`src/ipis_pkg.sv`:
```
// Package with timing constants and state encoding for the intermittent pilot ignition sequencer
package ipis_pkg;
  localparam int unsigned CLK_HZ = 200_000_000;
  localparam int unsigned TICK_CYCLES = CLK_HZ;
  localparam int unsigned TRIAL_TIME_S = 90;
  localparam int unsigned RETRY_TIME_MIN = 5;
  localparam int unsigned RETRY_TIME_S = RETRY_TIME_MIN * 60;
  localparam int unsigned STABILISE_TIME_S = 2;
  localparam int unsigned LOCK_CYCLE_COUNT = 10;
  localparam int unsigned DEBOUNCE_CYCLES = 16;
  localparam int unsigned CFG_W = 2;
  localparam logic [CFG_W-1:0] CFG_RESET = 2'h0;
  typedef enum logic [2:0] {
    IPIS_IDLE,
    IPIS_TRIAL,
    IPIS_STABILISE,
    IPIS_RUN,
    IPIS_RETRY_WAIT
  } ipis_state_t;
endpackage : ipis_pkg

```
`src/ipis_sync_if.sv`:
```
// Interface carrying the conditioned inputs from the input filter to the sequencer
`timescale 1ns/1ps
interface ipis_sync_if;
  logic heat;
  logic flame_low;
  logic flame_high;
  modport filt (output heat, output flame_low, output flame_high);
  modport seq (input heat, input flame_low, input flame_high);
endinterface : ipis_sync_if

```
`src/ipis_in_filter.sv`:
```
// Three-stage synchroniser and debounce filter for the heat request and flame threshold inputs
`timescale 1ns/1ps
module ipis_in_filter #(
  parameter int unsigned DEB_CYCLES = 16
) (
  // Clock and reset
  input wire logic mclk_i,
  input wire logic rst_i,
  // Raw inputs
  input wire logic [2:0] raw_i,
  // Conditioned outputs
  ipis_sync_if.filt sync_o
);
  localparam int unsigned CW = $clog2(DEB_CYCLES + 1);
  if (DEB_CYCLES < 1) begin : g_bad_deb
    $error("DEB_CYCLES must be at least 1");
  end
  logic [2:0] clean;
  genvar g;
  generate
    for (g = 0; g < 3; g++) begin : g_ch
      logic s1;
      logic s2;
      logic s3;
      logic [CW-1:0] cnt;
      always_ff @(posedge mclk_i) begin
        if (rst_i) begin
          s1 <= 1'b0;
          s2 <= 1'b0;
          s3 <= 1'b0;
        end else begin
          s1 <= raw_i[g];
          s2 <= s1;
          s3 <= s2;
        end
      end
      // A level counts only after the last two stages agree for the full debounce span
      always_ff @(posedge mclk_i) begin
        if (rst_i) begin
          cnt <= '0;
          clean[g] <= 1'b0;
        end else if (s2 != s3 || s3 == clean[g]) begin
          cnt <= '0;
        end else if (cnt == CW'(DEB_CYCLES - 1)) begin
          cnt <= '0;
          clean[g] <= s3;
        end else begin
          cnt <= cnt + 1'b1;
        end
      end
    end
  endgenerate
  assign sync_o.heat = clean[0];
  assign sync_o.flame_low = clean[1];
  assign sync_o.flame_high = clean[2];
endmodule : ipis_in_filter

```
`src/ipis_sequencer.sv`:
```
// Intermittent pilot ignition sequencer: trial, flame proving, run supervision and retry timing
`timescale 1ns/1ps
module ipis_sequencer
  import ipis_pkg::*;
#(
  parameter int unsigned TICK_CYC = ipis_pkg::TICK_CYCLES,
  parameter int unsigned TRIAL_S = ipis_pkg::TRIAL_TIME_S,
  parameter int unsigned RETRY_S = ipis_pkg::RETRY_TIME_S,
  parameter int unsigned STAB_S = ipis_pkg::STABILISE_TIME_S,
  parameter int unsigned DEB_CYC = ipis_pkg::DEBOUNCE_CYCLES
) (
  // Clock and reset
  input wire logic mclk_i,
  input wire logic rst_i,
  // Thermostat and flame sensing
  input wire logic heat_request_input_i,
  input wire logic flame_low_i,
  input wire logic flame_high_i,
  // Configuration
  input wire logic setting_lock_jumper_i,
  input wire logic [ipis_pkg::CFG_W-1:0] cfg_switch_i,
  // Outputs
  output logic spark_o,
  output logic pilot_valve_output_o,
  output logic main_valve_output_o,
  output logic run_o,
  output logic cfg_locked_o,
  output logic [ipis_pkg::CFG_W-1:0] cfg_o
);
  import ipis_pkg::*;

  localparam int unsigned TW = $clog2(TICK_CYC);
  localparam int unsigned SW = $clog2(RETRY_S + TRIAL_S + STAB_S + 1);

  if (TICK_CYC < 2) begin : g_bad_tick
    $error("TICK_CYC must be at least 2");
  end
  if (TRIAL_S < 1 || RETRY_S < 1 || STAB_S < 1) begin : g_bad_time
    $error("Timing values must be at least 1 second");
  end

  ipis_sync_if sif ();
  logic jumper_present;

  ipis_in_filter #(
    .DEB_CYCLES(DEB_CYC)
  ) u_filter (
    .mclk_i(mclk_i),
    .rst_i(rst_i),
    .raw_i({flame_high_i, flame_low_i, heat_request_input_i}),
    .sync_o(sif)
  );

  // The jumper is a slow pin too; three stages, change accepted when last two agree
  logic [2:0] jmp_sync;
  always_ff @(posedge mclk_i) begin
    if (rst_i) begin
      jmp_sync <= 3'h7;
      jumper_present <= 1'b1;
    end else begin
      jmp_sync <= {jmp_sync[1:0], setting_lock_jumper_i};
      if (jmp_sync[2] == jmp_sync[1]) begin
        jumper_present <= jmp_sync[2];
      end
    end
  end

  // Free-running seconds prescaler
  logic [TW-1:0] pre_cnt;
  logic sec_tick;
  always_ff @(posedge mclk_i) begin
    if (rst_i) begin
      pre_cnt <= '0;
      sec_tick <= 1'b0;
    end else if (pre_cnt == TW'(TICK_CYC - 1)) begin
      pre_cnt <= '0;
      sec_tick <= 1'b1;
    end else begin
      pre_cnt <= pre_cnt + 1'b1;
      sec_tick <= 1'b0;
    end
  end

  ipis_state_t state;
  ipis_state_t next_state;
  logic [SW-1:0] sec_cnt;
  logic heat_d;
  logic heat_rise;
  logic timer_clear;

  assign heat_rise = sif.heat && !heat_d;

  always_ff @(posedge mclk_i) begin
    if (rst_i) begin
      heat_d <= 1'b0;
    end else begin
      heat_d <= sif.heat;
    end
  end

  // Sequencing; the seconds count is whole ticks since the state was entered
  always_comb begin
    next_state = state;
    unique case (state)
      IPIS_IDLE: begin
        if (heat_rise) next_state = IPIS_TRIAL;
      end
      IPIS_TRIAL: begin
        if (!sif.heat) begin
          next_state = IPIS_IDLE;
        end else if (sif.flame_high && sif.flame_low) begin
          next_state = IPIS_STABILISE;
        end else if (sec_tick && sec_cnt == SW'(TRIAL_S - 1)) begin
          next_state = IPIS_RETRY_WAIT;
        end
      end
      IPIS_STABILISE: begin
        if (!sif.heat || !sif.flame_low) begin
          next_state = IPIS_IDLE;
        end else if (sec_tick && sec_cnt == SW'(STAB_S - 1)) begin
          next_state = IPIS_RUN;
        end
      end
      IPIS_RUN: begin
        if (!sif.heat || !sif.flame_low) next_state = IPIS_IDLE;
      end
      IPIS_RETRY_WAIT: begin
        if (!sif.heat) begin
          next_state = IPIS_IDLE;
        end else if (sec_tick && sec_cnt == SW'(RETRY_S - 1)) begin
          next_state = IPIS_TRIAL;
        end
      end
    endcase
  end

  assign timer_clear = (next_state != state);

  always_ff @(posedge mclk_i) begin
    if (rst_i) begin
      state <= IPIS_IDLE;
    end else begin
      state <= next_state;
    end
  end

  always_ff @(posedge mclk_i) begin
    if (rst_i || timer_clear) begin
      sec_cnt <= '0;
    end else if (sec_tick) begin
      sec_cnt <= sec_cnt + 1'b1; // Trial timer keeps running even when spark restarts
    end
  end

  // Outputs follow the next state so spark and pilot rise together on the entry edge
  always_ff @(posedge mclk_i) begin
    if (rst_i) begin
      spark_o <= 1'b0;
      pilot_valve_output_o <= 1'b0;
      main_valve_output_o <= 1'b0;
      run_o <= 1'b0;
    end else begin
      // Spark stops above the low threshold and comes back if the flame weakens
      spark_o <= (next_state == IPIS_TRIAL) && !sif.flame_low;
      pilot_valve_output_o <= (next_state == IPIS_TRIAL) || (next_state == IPIS_STABILISE) ||
                              (next_state == IPIS_RUN);
      main_valve_output_o <= (next_state == IPIS_STABILISE) || (next_state == IPIS_RUN);
      run_o <= (next_state == IPIS_RUN);
    end
  end

  // Switch pins are asynchronous; a new setting counts once the last two stages agree
  logic [CFG_W-1:0] sw_s1;
  logic [CFG_W-1:0] sw_s2;
  logic [CFG_W-1:0] sw_s3;
  logic [CFG_W-1:0] sw_clean;
  always_ff @(posedge mclk_i) begin
    if (rst_i) begin
      sw_s1 <= CFG_RESET;
      sw_s2 <= CFG_RESET;
      sw_s3 <= CFG_RESET;
      sw_clean <= CFG_RESET;
    end else begin
      sw_s1 <= cfg_switch_i;
      sw_s2 <= sw_s1;
      sw_s3 <= sw_s2;
      if (sw_s2 == sw_s3) begin
        sw_clean <= sw_s3;
      end
    end
  end

  // Configuration lock: cycle counter counts heat request starts, saturating at the limit
  logic [3:0] cycle_cnt;
  always_ff @(posedge mclk_i) begin
    if (rst_i) begin
      cycle_cnt <= '0;
    end else if (heat_rise && cycle_cnt != 4'(LOCK_CYCLE_COUNT)) begin
      cycle_cnt <= cycle_cnt + 1'b1;
    end
  end

  // Lock is sticky until reset; a reinserted jumper cannot undo it
  always_ff @(posedge mclk_i) begin
    if (rst_i) begin
      cfg_locked_o <= 1'b0;
      cfg_o <= CFG_RESET;
    end else begin
      if (!jumper_present || (heat_rise && cycle_cnt == 4'(LOCK_CYCLE_COUNT - 1))) begin
        cfg_locked_o <= 1'b1;
      end
      if (!cfg_locked_o && jumper_present && !(heat_rise && cycle_cnt == 4'(LOCK_CYCLE_COUNT - 1))) begin
        cfg_o <= sw_clean;
      end
    end
  end
endmodule : ipis_sequencer

```
`config.mk`:
```
export PLATFORM = sky130hd
export DESIGN_NAME = ipis_sequencer
export DESIGN_NICKNAME = d
export VERILOG_FILES = /design/src/ipis_pkg.sv /design/src/ipis_sync_if.sv /design/src/ipis_in_filter.sv /design/src/ipis_sequencer.sv
export SDC_FILE = /design/constraint.sdc
export NUM_CORES = 1
export LEC_CHECK = 0
export BUFFER_PORTS_ARGS = -buffer_cell sky130_fd_sc_hd__buf_4
export CAP_MARGIN = 10
export CORE_UTILIZATION = 59
export CTS_CLUSTER_DIAMETER = 150
export DETAILED_ROUTE_END_ITERATION = 8
export PLACE_DENSITY = 0.77
export SLEW_MARGIN = 40
export SYNTH_ARGS = -nofsm -noshare
export SYNTH_HDL_FRONTEND = slang
export SYNTH_HIERARCHICAL = 1
export SYNTH_SLANG_ARGS = --single-unit
```
`constraint.sdc`:
```
create_clock -name mclk_i -period 4 [get_ports mclk_i]
set_input_delay 0.8 -clock mclk_i [delete_from_list [all_inputs] [get_ports mclk_i]]
set_output_delay 0.8 -clock mclk_i [all_outputs]
set_load 0.05 [all_outputs]
```
Yosys cells after proc, flatten, opt, wreduce, memory -nomap -nowiden. Cells that the tools add are included.

$add $sub $neg: 6. Eq/ne operators: 25. Muxes and demuxes: 11. Bitwise gates (word level): 3. Reductions and logical operators: 33.

Operators by type and width (number): $add A28 B1 Y28 const B (1); $eq A28 B28 Y1 const B (1); $mux W3 (9); $add A5 B1 Y5 const B (3); $eq A5 B4 Y1 const B (3); $pmux W3 S5 (1); $eq A3 B2 Y1 const B (4); $logic_and A1 B1 Y1 (10); $add A9 B1 Y9 const B (1); $eq A9 B1 Y1 const B (1); $eq A9 B7 Y1 const B (1); $eq A9 B9 Y1 const B (1); $logic_or A1 B1 Y1 (9); $reduce_or A3 Y1 (3); $eq A3 B1 Y1 const B (2); $logic_not A1 Y1 (6); $reduce_and A2 Y1 (3); $add A4 B1 Y4 const B (1); $eq A1 B1 Y1 (4); $eq A4 B4 Y1 const B (1); $ne A4 B4 Y1 const B (1); $eq A3 B3 Y1 const B (1); $logic_not A3 Y1 (1); $ne A1 B1 Y1 (3); 5 further kinds (7).

Flip-flop bits (word level): 92. Input port bits: 8. Output and inout port bits: 7. Word-level logic and storage cells: 111.

Logic depth before layout (Yosys ltp).
Depth in word-level cells: 9. Depth in mapped cells: 8. Mapped depth without buffers: 7.

By module. The synthesis kept the hierarchy.

Modules (own cells, without submodules): ipis_sequencer (times used 1, cells an instance 336, area each 3160.5 µm², seq. area each 1301.2 µm²); ipis_in_filter (times used 1, cells an instance 103, area each 1022.2 µm², seq. area each 540.5 µm²).

Least setup slack after synthesis. No wires, ideal clock.

Path kind: reg2reg. From: register sec_cnt[0]. To: register sec_cnt[7]. Setup time: 0.133 ns. Arrival time: 1.533 ns. Required time: 3.867 ns. Slack: 2.335 ns. Stages on the path, launching flop included: 7. Path buffers: 0. Clock period less this slack: 1.665 ns. Cell sequence: dfxtp_1 -> ha_1 -> and4_1 -> nand3_1 -> a311oi_4 -> or3_1 -> nor3_2.

Longest elaborated chain between the ends: 8. Elaborated cells between the ends (all ways): 17. Those cells by class: add/sub (1); eq/ne (4); mux (8); reduce/logical (4).

Ends and longest elaborated chain: from (decl) (line ipis_sequencer.sv:86) `logic [SW-1:0] sec_cnt;`; from (signal assigned) (line ipis_sequencer.sv:151) `sec_cnt <= sec_cnt + 1'b1;`; $eq A9 B7 Y1 (line ipis_sequencer.sv:113) `end else if (sec_tick && sec_cnt == SW'(TRIAL_S - 1)) begin`; $logic_and A1 B1 Y1 (line ipis_sequencer.sv:113); $mux W3 (line ipis_sequencer.sv:113); $mux W3 (line ipis_sequencer.sv:111) `end else if (sif.flame_high && sif.flame_low) begin`; $mux W3 (line ipis_sequencer.sv:109) `if (!sif.heat) begin`; $pmux W3 S5 (line ipis_sequencer.sv:104) `unique case (state)`; $ne A3 B3 Y1 (line ipis_sequencer.sv:137) `assign timer_clear = (next_state != state);`; $logic_or A1 B1 Y1 (line ipis_sequencer.sv:148) `if (rst_i || timer_clear) begin`.

Parallel ways exist; a longest one is shown, timed or not. A chain may end at the register's enable or synchronous reset.

Worst setup path after layout.
From: register u_filter.clean[0], in the netlist u_filter/sync_o.heat. To: register sec_cnt[8].

Longest elaborated chain between the ends: 6. Elaborated cells between the ends (all ways): 11. Those cells by class: eq/ne (1); mux (6); reduce/logical (4).

Ends and longest elaborated chain: from (decl) (line ipis_in_filter.sv:18) `logic [2:0] clean;`; from (signal, indexed assignment) (line ipis_in_filter.sv:41) `clean[g] <= 1'b0;`; from (signal, indexed assignment) (line ipis_in_filter.sv:46) `clean[g] <= s3;`; $logic_not A1 Y1; $logic_or A1 B1 Y1 (line ipis_sequencer.sv:118, ipis_sequencer.sv:125); $mux W3, on equally long branches (line ipis_sequencer.sv:125, ipis_sequencer.sv:118); $pmux W3 S5 (*) (line ipis_sequencer.sv:104); $ne A3 B3 Y1 (*) (line ipis_sequencer.sv:137); $logic_or A1 B1 Y1 (*) (line ipis_sequencer.sv:148).

Mark *: on every way between the ends. The rest lies on a longest branch, timed or not.

==> summary.txt <==
Synth
  – Gate Count Post-Synth: 439
  – Number of unique standard cell types used by synthesis: 57
  – Synthesized flop and latch total: 92
  – Post-synth EDFFs: 0
  – Mapped Avg Cell Area: roughly 9.5 um2
  – Synthesized cell area: approximately 4200 um2
  – Leading cell types by count after synthesis: 92 x dfxtp_1, 68 x nor2_1, 29 x xnor2_1
  – Yosys warning count: 6
  – Syn nets: around 460
  – Ys async rst share: 0%
  – Area leader, netlist: dfxtp_1
  – Top post-synthesis cells by area: dfxtp_1 44%, nor2_1 6.1%, xnor2_1 6.1%
  – Synth Flop Type: dfxtp_1
  – Register area share after synthesis: 44.0%
  – Top-count cell post-synth: dfxtp_1
  – Synth top area share: 44.0%

STA
  – Worst rel slew slack: 56.8%
  – Fin. Hold Viols: 0
  – F_max: around 490 MHz
  – Final setup skew: 0.00508 ns
  – RSZ-0062 raised after global routing: false
  – Setup Viol. Count Final: 0
  – Period utilization: approximately 50%
  – Setup TNS: 0 ns
  – Max Slew Vio Count: 0
  – Slew @ Worst Pin: around 0.64 ns
  – Tmin final: approximately 2.1 ns

Finish
  – Synth-to-Final Area Change: 7.15%
  – Fillers: 571
  – Ratio of cells with drive above 1 in the final layout: 15.0%
  – Total Nets Final: 469
  – # diodes: 0
  – Final core utilization: 65.6%

Setup path
  – Crit Path Class: flip-flop to flip-flop
  – Reg2Reg Depth: 5
  – RR Startpoint: u_filter/sync_o.heat$_SDFFE_PP0P_
  – R2R Setup Slk: between 1.5 and 2 ns
  – Critical path data required time: 4.22 ns
  – CP Buf/Inv Count: 0
  – Crit path launch type: flip-flop
  – Crit path from: u_filter/sync_o.heat$_SDFFE_PP0P_
  – Critical Path Max Stage Delay: 0.56 ns
  – Ordered list of cells on the worst path: nor2b_1, nor2_1, a311oi_4, or3_1, nor3_1
  – Critical path peak fanout: 12
  – Crit Reg-Reg Endpoint: sec_cnt[8]$_SDFFE_PP0P_
  – CP max-delay cell: dfxtp_1
  – Arrival time worst endpoint: 2.27 ns
  – CP endpoint: sec_cnt[8]$_SDFFE_PP0P_
  – Worst Setup End Kind: flip-flop
  – Critical path depth in cells: 5
  – Crit path max-delay family: simple AND/OR/NAND/NOR gates

Clocking
  – H-tree depth: 3
  – Post-CTS Repair Setup Buffers: 0
  – Post_cts resized: 0
  – Clock buffer depth: 2
  – Clock Latency Late Sink: ~0.35 ns
  – TritonCTS clock tree: done
  – Root buf cell: clkbuf_8
  – CTS buffer count: 9
  – Hold buffer count at cts: 0
  – Clock-pin transition on the worst setup and hold timing paths: 0.08 ns
  – CTS sink cnt: 92

Floorplanning
  – DIE AREA: 7430 um2
  – Ports: 15
  – Die width: 86.2 um
  – Die height: around 86 um
  – Core ar.: 6830 um2
  – Starting density of the core: 61.2%
  – Row Count: 30

Placement
  – Post-DP HPWL: 4.73 mm
  – Input/output buffers: 14
  – GPL Wtd Cong: 0.797

Min path
  – Worst Hold Class: flip-flop to flip-flop

Detailed routing
  – DR pass1 iterations: 4
  – DRT iter0 DRCs: 84
  – # DRC: 0
  – Avg Vias per Cell: 5.34
  – Detailed Route WL: 6.86 mm
  – Antenna Nets Post-Route: 0
  – Drt wl/cell: 12.5 um
  – Via count of the routed design: 2,932

GRT
  – Gr usage total: approximately 20%
  – Total gr overflow: 0
  – Largest net degree at the start of global routing: 48
  – First-pass GRT wire length: roughly 12 mm
  – Initial antenna violation count: 0
  – Vias in the first global route: 2,791

Power
  – Peak supply drop: 0.000234 V
  – Leak Pwr: 1.66 nW
  – PwrDens: 344 nW/um2

Run status
  – Status: completed

Run
  – Max cap viols: 0
state kept, by name, indices dropped and copies added, names as in the netlist, 2 cells and up:
| signal | count |
|---|---|
| u_filter/g_ch.s3 | 3 |
| sw_clean | 2 |
| sw_s2 | 2 |
| u_filter/g_ch.cnt | 15 |
| pre_cnt | 28 |
| sec_cnt | 9 |
| cycle_cnt | 4 |
| u_filter/g_ch.s2 | 3 |
| sw_s3 | 2 |
| cfg_o | 2 |
| state | 3 |
| u_filter/g_ch.s1 | 3 |
| sw_s1 | 2 |
| jmp_sync | 3 |
how the worst min path moves through the flow:
stage / from / to / slack, ns / cells past startpoint
finish: jmp_sync[0]$_SDFF_PP1_ / jmp_sync[1]$_SDFF_PP1_ / 0.43 / 1
global route: jmp_sync[0]$_SDFF_PP1_ / jmp_sync[1]$_SDFF_PP1_ / 0.44 / 1
CTS: jmp_sync[0]$_SDFF_PP1_ / jmp_sync[1]$_SDFF_PP1_ / 0.43 / 1
detailed placement: jmp_sync[0]$_SDFF_PP1_ / jmp_sync[1]$_SDFF_PP1_ / 0.40 / 1
global placement: jmp_sync[0]$_SDFF_PP1_ / jmp_sync[1]$_SDFF_PP1_ / 0.39 / 1
floorplan: jmp_sync[0]$_SDFF_PP1_ / jmp_sync[1]$_SDFF_PP1_ / 0.39 / 1
stage by stage:
| step | hold WS, ns | cell area [um2] | power, mW | std cells | setup slack [ns] |
|---|---|---|---|---|---|
| 2_1_floorplan | 0.389 | 4180 | 0.979 | 439 | 2.33 |
| 3_3_place_gp | 0.395 | 4300 | 0.988 | 534 | 1.97 |
| 3_5_place_dp | 0.396 | 4300 | 0.989 | 534 | 1.95 |
| 4_1_cts | 0.429 | 4480 | 1.56 | 549 | 1.93 |
| 5_1_grt | 0.443 | 4480 | 1.61 | 549 | 1.67 |
| 6_report | 0.428 | 4480 | 1.54 | 549 | 1.94 |
report_power, final:
group          internal (mW)  total [mW]  leakage [nW]  switching, mW
Combinational         0.0159      0.0354         0.820         0.0195
Clock                  0.274       0.577        0.0945          0.303
Sequential             0.925       0.931         0.745        0.00611
Total                   1.21        1.54          1.66          0.329
final cells by class:
class                           instances  area, um2  area share, %
Clock buffer                           12        165           3.69
Clock inverter                          3       21.3          0.475
Inverter                               20       75.1           1.68
Multi-Input combinational cell        312       2150           48.0
Sequential cell                        92       1840           41.1
Tap cell                               96        120           2.68
Timing Repair Buffer                   14        105           2.35
worst register-to-register path: cells and delay by family (launching register included):
kind | cells | cell delay (ns)
and+or+nand+nor | 4 | 0.92
DFF | 1 | 0.56
AOI/OAI and AO/OA | 1 | 0.45
layout by cell type, fill, tap and decap left out, types with 2 or more instances in the layout:
master and n:
a21o_2 4, xnor2_1 29, nor4_1 2, dfxtp_1 92, a22oi_1 2, buf_4 14
inv_1 20, or2_2 3, or3_1 10, nand2_1 24, a21oi_1 9, and4_1 4
clkbuf_8 12, nor2_1 68, nand4_1 12, nand4_4 2, nor3_1 15, mux2i_1 2
and3_1 7, nand2b_1 4, nand3b_1 2, nor2b_1 18, ha_1 12, a21o_1 2
o21ai_2 3, o21ai_0 3, and3b_1 3, nor4_2 12, nand3_1 12, o21bai_1 3
a31oi_1 2, o211ai_2 2, xor2_1 15, a311oi_1 2, nor3b_2 4
logic make-up (layout without fill, tap and decap cells):
kind of cell	Yosys count	after routing	share of synthesized area (%)
AOI/OAI and AO/OA	43	43	8.58
xor gates and xnor gates	44	44	9.21
adders and majority gates	12	12	3.59
buffers and inverters	35	49	4.49
DFF	92	92	44.0
muxes	2	2	0.479
and+or+nand+nor	211	211	29.6
routing by layer:
metal / track usage, % / part of all wire [%]
met5: 0 / 0
met4: 6.67 / 1.2
met3: 5.14 / 2.8
met2: 35.6 / 50
met1: 24.3 / 46
Note: power is estimated with default switching activity, not from simulation.
